## src/common/irpsc_pkg.sv

```systemverilog
package irpsc_pkg;

    // ---------------------------------------------------------------
    // Timing
    // ---------------------------------------------------------------
    localparam int unsigned FIRST_CMD_CYCLES = 100;
    localparam int unsigned CNT_W            = 8;
    localparam int unsigned POR_CYCLES       = 16;
    localparam logic [CNT_W-1:0] CNT_ZERO    = 8'h00;
    localparam logic [CNT_W-1:0] CNT_ONE     = 8'h01;

    // ---------------------------------------------------------------
    // Pin levels
    // ---------------------------------------------------------------
    localparam logic LVL_LOW  = 1'b0;
    localparam logic LVL_HIGH = 1'b1;

    // ---------------------------------------------------------------
    // Types
    // ---------------------------------------------------------------
    typedef enum logic [2:0] {
        IRPSC_RESET,
        IRPSC_DEFAULT,
        IRPSC_HARD_STBY,
        IRPSC_SOFT_STBY,
        IRPSC_ACTIVE
    } irpsc_mode_t;

    typedef struct packed {
        logic flashClk;
        logic flashDataOut;
        logic flashSelectN;
        logic sensorClockOut;
        logic sensorResetN;
    } irpsc_pins_t;

    typedef struct packed {
        irpsc_mode_t      mode;
        logic             porDone;
        logic [CNT_W-1:0] porCnt;
        logic [CNT_W-1:0] cmdCnt;
        logic             hostReady;
        logic             hardNSync1;
        logic             hardNSync2;
        logic             stbySync1;
        logic             stbySync2;
    } irpsc_state_t;

endpackage

```

## src/rtl/irpsc_reset_pin_ctrl.sv

```systemverilog
`timescale 1ns/1ps
// Summary of operation
// - An internal reset runs by itself after power comes up.
// - That power-on reset works whatever level the hard reset pin has.
// - A low pulse on the active-low hard reset pin is taken as hard reset.
// - A soft reset command from the host interface resets the device.
// - Sensor reset is low in reset and default, high in the standby states.
// - The flash data input pull-up stays enabled in every state.
// - Host data and sensor control clock and data are released, never driven high.
// - Flash pins float in reset and idle at clk low, data low, select high.
// - While hard reset is low the device stays in reset with flash pins floating and sensor clock and reset driven low.
// - Standby high puts the device in hard standby; low moves it on to soft standby.
module irpsc_reset_pin_ctrl #(
    parameter int unsigned FIRST_CMD = irpsc_pkg::FIRST_CMD_CYCLES
) (
    // Clock and power-on reset
    input  wire logic                 clk,
    input  wire logic                 rst,
    // Pins from outside
    input  wire logic                 hardResetN,
    input  wire logic                 standbyIn,
    // Firmware side
    input  wire logic                 softResetCmd,
    input  wire logic                 fwRelease,
    input  wire logic                 fwSoftStandby,
    // Pin drive
    output irpsc_pkg::irpsc_pins_t    pinOut,
    output irpsc_pkg::irpsc_pins_t    pinOe,
    output logic                      flashDataInPullUp,
    output logic                      hostDataOe,
    output logic                      sensorCtrlClkOe,
    output logic                      sensorCtrlDataOe,
    // Status
    output irpsc_pkg::irpsc_mode_t    mode,
    output logic                      hostCmdReady,
    output logic                      coreResetActive
);

    irpsc_pkg::irpsc_state_t stateReg;
    irpsc_pkg::irpsc_state_t stateNext;
    logic                    inReset;

    // ---------------------------------------------------------------
    // Next state
    // ---------------------------------------------------------------
    always_comb begin
        stateNext = stateReg;
        stateNext.hardNSync1 = hardResetN;
        stateNext.hardNSync2 = stateReg.hardNSync1;
        stateNext.stbySync1  = standbyIn;
        stateNext.stbySync2  = stateReg.stbySync1;
        // The counter ignores the reset pin, so either level at power-up works.
        if (!stateReg.porDone) begin
            stateNext.porCnt = stateReg.porCnt + irpsc_pkg::CNT_ONE;
            if (stateReg.porCnt ==
                irpsc_pkg::CNT_W'(irpsc_pkg::POR_CYCLES - 1)) begin
                stateNext.porDone = 1'b1;
            end
        end
        if (!stateReg.hardNSync2 || softResetCmd ||
            !stateReg.porDone) begin
            stateNext.mode      = irpsc_pkg::IRPSC_RESET;
            stateNext.cmdCnt    = irpsc_pkg::CNT_ZERO;
            stateNext.hostReady = 1'b0;
        end else begin
            // The wait counts from the synchronised release, so the host
            // gets two clocks of margin beyond the counted figure.
            if (!stateReg.hostReady) begin
                if (stateReg.cmdCnt == irpsc_pkg::CNT_W'(FIRST_CMD - 1)) begin
                    stateNext.hostReady = 1'b1;
                end else begin
                    stateNext.cmdCnt = stateReg.cmdCnt + irpsc_pkg::CNT_ONE;
                end
            end
            case (stateReg.mode)
                irpsc_pkg::IRPSC_RESET: begin
                    stateNext.mode = irpsc_pkg::IRPSC_DEFAULT;
                end
                default: begin
                    if (stateReg.stbySync2) begin
                        stateNext.mode = irpsc_pkg::IRPSC_HARD_STBY;
                    end else if (stateReg.mode ==
                                 irpsc_pkg::IRPSC_HARD_STBY) begin
                        stateNext.mode = irpsc_pkg::IRPSC_SOFT_STBY;
                    end else if (fwSoftStandby) begin
                        stateNext.mode = irpsc_pkg::IRPSC_SOFT_STBY;
                    end else if (fwRelease) begin
                        stateNext.mode = irpsc_pkg::IRPSC_ACTIVE;
                    end
                end
            endcase
        end
    end

    // ---------------------------------------------------------------
    // State register
    // ---------------------------------------------------------------
    always_ff @(posedge clk or posedge rst) begin
        if (rst) begin
            stateReg.mode       <= irpsc_pkg::IRPSC_RESET;
            stateReg.porDone    <= 1'b0;
            stateReg.porCnt     <= irpsc_pkg::CNT_ZERO;
            stateReg.cmdCnt     <= irpsc_pkg::CNT_ZERO;
            stateReg.hostReady  <= 1'b0;
            stateReg.hardNSync1 <= 1'b0;
            stateReg.hardNSync2 <= 1'b0;
            stateReg.stbySync1  <= 1'b0;
            stateReg.stbySync2  <= 1'b0;
        end else begin
            stateReg <= stateNext;
        end
    end

    // ---------------------------------------------------------------
    // Pin drive
    // ---------------------------------------------------------------
    assign inReset = (stateReg.mode == irpsc_pkg::IRPSC_RESET);

    always_comb begin
        pinOut.flashClk       = irpsc_pkg::LVL_LOW;
        pinOut.flashDataOut   = irpsc_pkg::LVL_LOW;
        pinOut.flashSelectN   = irpsc_pkg::LVL_HIGH;
        pinOut.sensorClockOut = irpsc_pkg::LVL_LOW;
        pinOut.sensorResetN   = irpsc_pkg::LVL_LOW;
        if (stateReg.mode != irpsc_pkg::IRPSC_RESET &&
            stateReg.mode != irpsc_pkg::IRPSC_DEFAULT) begin
            pinOut.sensorResetN = irpsc_pkg::LVL_HIGH;
        end
        // Flash pins float in reset; sensor clock and reset stay driven low.
        pinOe.flashClk       = !inReset;
        pinOe.flashDataOut   = !inReset;
        pinOe.flashSelectN   = !inReset;
        pinOe.sensorClockOut = 1'b1;
        pinOe.sensorResetN   = 1'b1;
    end

    // Open-drain lines are only released here; pull-ups set their level.
    assign hostDataOe        = 1'b0;
    assign sensorCtrlClkOe   = 1'b0;
    assign sensorCtrlDataOe  = 1'b0;
    assign flashDataInPullUp = 1'b1;
    assign mode              = stateReg.mode;
    assign hostCmdReady      = stateReg.hostReady;
    assign coreResetActive   = inReset;
endmodule

```

## config.mk

```make
export PLATFORM = sky130hd
export DESIGN_NAME = irpsc_reset_pin_ctrl
export DESIGN_NICKNAME = d
export VERILOG_FILES = /design/src/common/irpsc_pkg.sv /design/src/rtl/irpsc_reset_pin_ctrl.sv
export SDC_FILE = /design/constraint.sdc
export NUM_CORES = 1
export LEC_CHECK = 0
export CAP_MARGIN = 0
export CORE_AREA = 2 2 51 53
export CTS_BUF_LIST = sky130_fd_sc_hd__clkbuf_16
export DETAILED_ROUTE_END_ITERATION = 8
export DIE_AREA = 0 0 53 55
export DONT_BUFFER_PORTS = 1
export PLACE_DENSITY = 0.69
export SETUP_SLACK_MARGIN = 0.02
export SLEW_MARGIN = 20
export SYNTH_ARGS = -nofsm -noshare
export SYNTH_HDL_FRONTEND = slang
export SYNTH_SLANG_ARGS = --single-unit
```

## constraint.sdc

```tcl
create_clock -name clk -period 1.2 [get_ports clk]
set_input_delay 0.12 -clock clk [delete_from_list [all_inputs] [get_ports clk]]
set_output_delay 0.12 -clock clk [all_outputs]
set_load 0.03 [all_outputs]
```

After elaboration in Yosys (flattened, before gate mapping)
Cells that the tools add are included.

Bits in registers: 25. Input bits: 7. Logic and storage cells: 40.

Add/subtract/negate cells: 2. Equality and inequality tests: 6. Multiplexer cells: 13. Reduce and logical (&&, ||, !) cells: 10.

Operator list (number): $mux W9 (3); $mux W3 (6); $add A8 B1 Y8 const B (2); $eq A8 B4 Y1 const B (1); $eq A8 B7 Y1 const B (1); $mux W8 (1); $reduce_bool A6 Y1 (1); $eq A3 B2 Y1 const B (1); $logic_not A1 Y1 (3); $logic_not A3 Y1 (1); $mux W1 (3); $ne A3 B1 Y1 const B (1); $reduce_bool A3 Y1 (1); $logic_or A1 B1 Y1 (2); $ne A2 B1 Y1 const B (1); $ne A2 B2 Y1 const B (1); $reduce_and A2 Y1 (1); $logic_and A1 B1 Y1 (1).

Longest topological paths before layout
Depth in word-level cells: 6. Depth in mapped cells: 4.

Worst setup path before layout
OpenSTA, ideal clock, no wires.

Kind: reg-to-reg. From: reg stateReg (netlist bit hostCmdReady). To: reg stateReg[12] in the netlist's numbering. Setup time: 0.082 ns. Data arrival time: 1.333 ns. Slack: -0.215 ns. Cell stages (with the launch flop): 4. Path buffers: 0. Clock period less this slack: 1.415 ns. Cell sequence: dfrtp_1 nand4b_4 or4_1 a21oi_1.

Longest elaborated chain between the ends: 2.

Ends and longest elaborated chain: start: declaration (line irpsc_reset_pin_ctrl.sv:39) `irpsc_pkg::irpsc_state_t stateReg;`; start signal: assignment (line irpsc_reset_pin_ctrl.sv:110) `stateReg <= stateNext;`; $ne A2 B1 Y1 (no line); $reduce_and A2 Y1 (no line).

Every way passes these cells. A chain may end at the register's enable or synchronous reset.

Final worst setup path
Same ends and word-level chain as after synthesis.

==> flow_summary.toml <==
[synth]
ys.flop_type = "dfrtp_1"
synth-edff-count = 0
synth.ff_latch_count = 25
synth_cells = 117
ys_top_cells_by_area = "dfrtp_1 (50%), buf_4 (9.0%), xnor2_1 (4.2%)"
seq_area_frac_synth_pct = 50.1
yosys_warnings = 0
synth_top_area_share_pct = 50.1
synth_top_area_cell = "dfrtp_1"
syn-cell-area_sq_um = 1250
syn_avg_cell_area_sq_um = 10.7
yosysUniqueCellTypes = 37
synth-async-reset-ratio_pct = 100

[placed_design]
place_congestion = 0.770
dpl_worst_slack_ps = -111
portBuffers = 0
dp_hpwl_microns = 1510
post_dp_cell_area_sq_um = 1350

[global_route]
grt_max_degree = 26
grt_pass1_wl_microns = 3620
antenna_found_initial = 0
grt_pass1_vias = 867
grt_use_total_pct = 17.5
grt.overflow.total = 0

[worst_setup_path]
cp-end-kind = "flop"
reg2reg_from = "hostCmdReady"
critical_path_class = "reg2reg"
startpoint_type = "flop"
cpMaxStageDelayCell = "or4_1"
cp_cell_sequence = "nand4b_4 > or4_1 > a21oi_1"
worstPathMaxFanout = 5
worst_ep_required_time_ps = 1380
startpoint = "hostCmdReady"
cp_slowest_stage_delay_ps = 490
critPathArrivalTime_ps = 1510

[floorplan]
core_area_sq_um = 2360
rows = 18
initial_core_util_pct = 52.9
fp.dieW_microns = 53
die_h_microns = 55
dieArea_sq_um = 2920
pin_count = 26

[timing]
min_period_over_period_pct = 111
setup_ws_ps = -133
rsz0062_at_grt = "true"
timing_hold_violations_final = 0
finalClockSkew_ps = 2.15
tns_ps = -864
final_max_slew_viol_count = 0
finalCriticalPeriod_ps = 1330
max_freq_mhz = 750
finalSetupViolations = 11

[hold_path]
holdCritStartpoint = "fwSoftStandby"
hp-class = "in2reg"

[layout]
final_core_util_pct = 69.0
area_growth_pct = 30.6
final_area_sq_um = 1630
fin_nets = 152
layout_common_cells = "dfrtp_1 (22), buf_4 (18), nand2_1 (10), conb_1 (10), xnor2_1 (6)"
layout_commonest_cell = "dfrtp_1"
fill_cells = 175
insertedDiodeCount = 0
layout-drive-gt1-share_pct = 37.6

[clocking]
clkSinkCount = 25
worstSkewPairLatency_ps = 250
cts_buffer_depth = 2
htree_levels = 1
numCtsBuffers = 3
cts_tree = "built"
root_buffer = "clkbuf_16"
clk_pin_slew_worst_paths_ps = 60

[route]
drc_errors = 0
viasPerCell = 5.39
via_count = 922
drt_iter0_drc = 12
ant_nets = 0
firstDrtPassIters = 4
wl_per_cell_microns = 13.5
drt-total-wl_microns = 2300

[status]
status = "complete, but fails checks"
violations = "setup timing"

[pwr]
finalPower_mw = 1.77
power.leakage_nw = 0.767
ir_drop_mv = 1.03
power_per_cell_area_nw_per_um2 = 1080

[job]
drv_cap = 0
-- metal layers --
metal / wire [microns] / track usage, % / vias to the layer above
li1: - / - / 429
met1: 965 / 22.0 / 452
met2: 1160 / 29.8 / 36
met3: 123 / 4.30 / 5
met4: 48 / 5.56 / 0
met5: 0 / 0 / -
-- flip-flops by register name, summed over array words and instances (netlist names) --
name	flops
hostCmdReady	1
stateReg	19
mode	3
stateNext	2
-- report_power, final --
group          leakage [nW]  switching (mW)  internal, mW
sequential            0.323          0.0132         0.857
combinational         0.402           0.126        0.0593
clock                0.0423           0.267         0.445
total                 0.767           0.407          1.36
-- repair_timing --
| item | in CTS | in global routing |
|---|---|---|
| setup buffers | 4 | 3 |
| pin swaps | 10 | 11 |
| setup endpoints to repair | 13 | 16 |
| gates resized for setup | 17 | 12 |
| hold buffers | 4 | 0 |
| hold endpoints to repair | 28 | 0 |
-- cells in the mapped netlist (2+ instances only) --
library cell	number
or3_1	2
o21ai_0	3
xnor2_1	6
xor2_1	3
nor2_1	5
nand2b_1	3
inv_1	3
nor3_1	2
nand2_1	11
conb_1	2
ha_1	3
dfrtp_1	25
buf_4	15
mux2i_1	2
nand4b_1	2
a21oi_1	7
nand3b_1	2
and3b_1	2
-- worst paths after layout --
| check | depth (start not counted) | slack [ps] | to |
|---|---|---|---|
| max in group asynchronous | 3 | 590 | stateReg[5] |
| worst min-delay path | 2 | 100 | mode[0] |
| worst max-delay path | 3 | -130 | stateReg[12] |
| worst max register to register | 3 | -130 | stateReg[12] |
| min in group asynchronous | 3 | 360 | stateNext[0] |
| worst min register to register | 0 | 350 | stateReg[2] |
-- area by class of cell --
class | count | area, sq um | share of cell area [%]
timing repair buffer | 28 | 255 | 15.6
clock inverter | 1 | 3.75 | 0.230
multi-input combinational | 81 | 621 | 38.0
sequential | 25 | 629 | 38.5
tap | 30 | 37.5 | 2.30
inverter | 3 | 11.3 | 0.690
clock buffer | 3 | 75.1 | 4.60
-- metrics by stage --
stage	hold WS, ps	cells
2_1_floorplan	147	125
3_5_place_dp	82.2	156
5_1_grt	105	171
3_3_place_gp	77.4	156
4_1_cts	90.0	168
6_report	98.2	171
-- kinds of logic (layout without fill, tap and decap cells) --
kind of cell    count (synthesis)  count (layout)  share of synthesized area, %
fa+ha+maj                       3               3                          3.00
compound gates                 17              17                          8.71
mux                             3               3                          2.50
simple gates                   39              39                          18.6
buf+inv                        19              35                          10.2
flops                          25              25                          50.1
other cells                     2              10                         0.601
xor+xnor                        9               9                          6.31
-- critical path: cells and delay by family (launching register included) --
kind,cells,cell delay (ps)
simple gates,2,680
compound gates,1,140
flops,1,430
No activity file was read; power rests on OpenSTA's default activity.
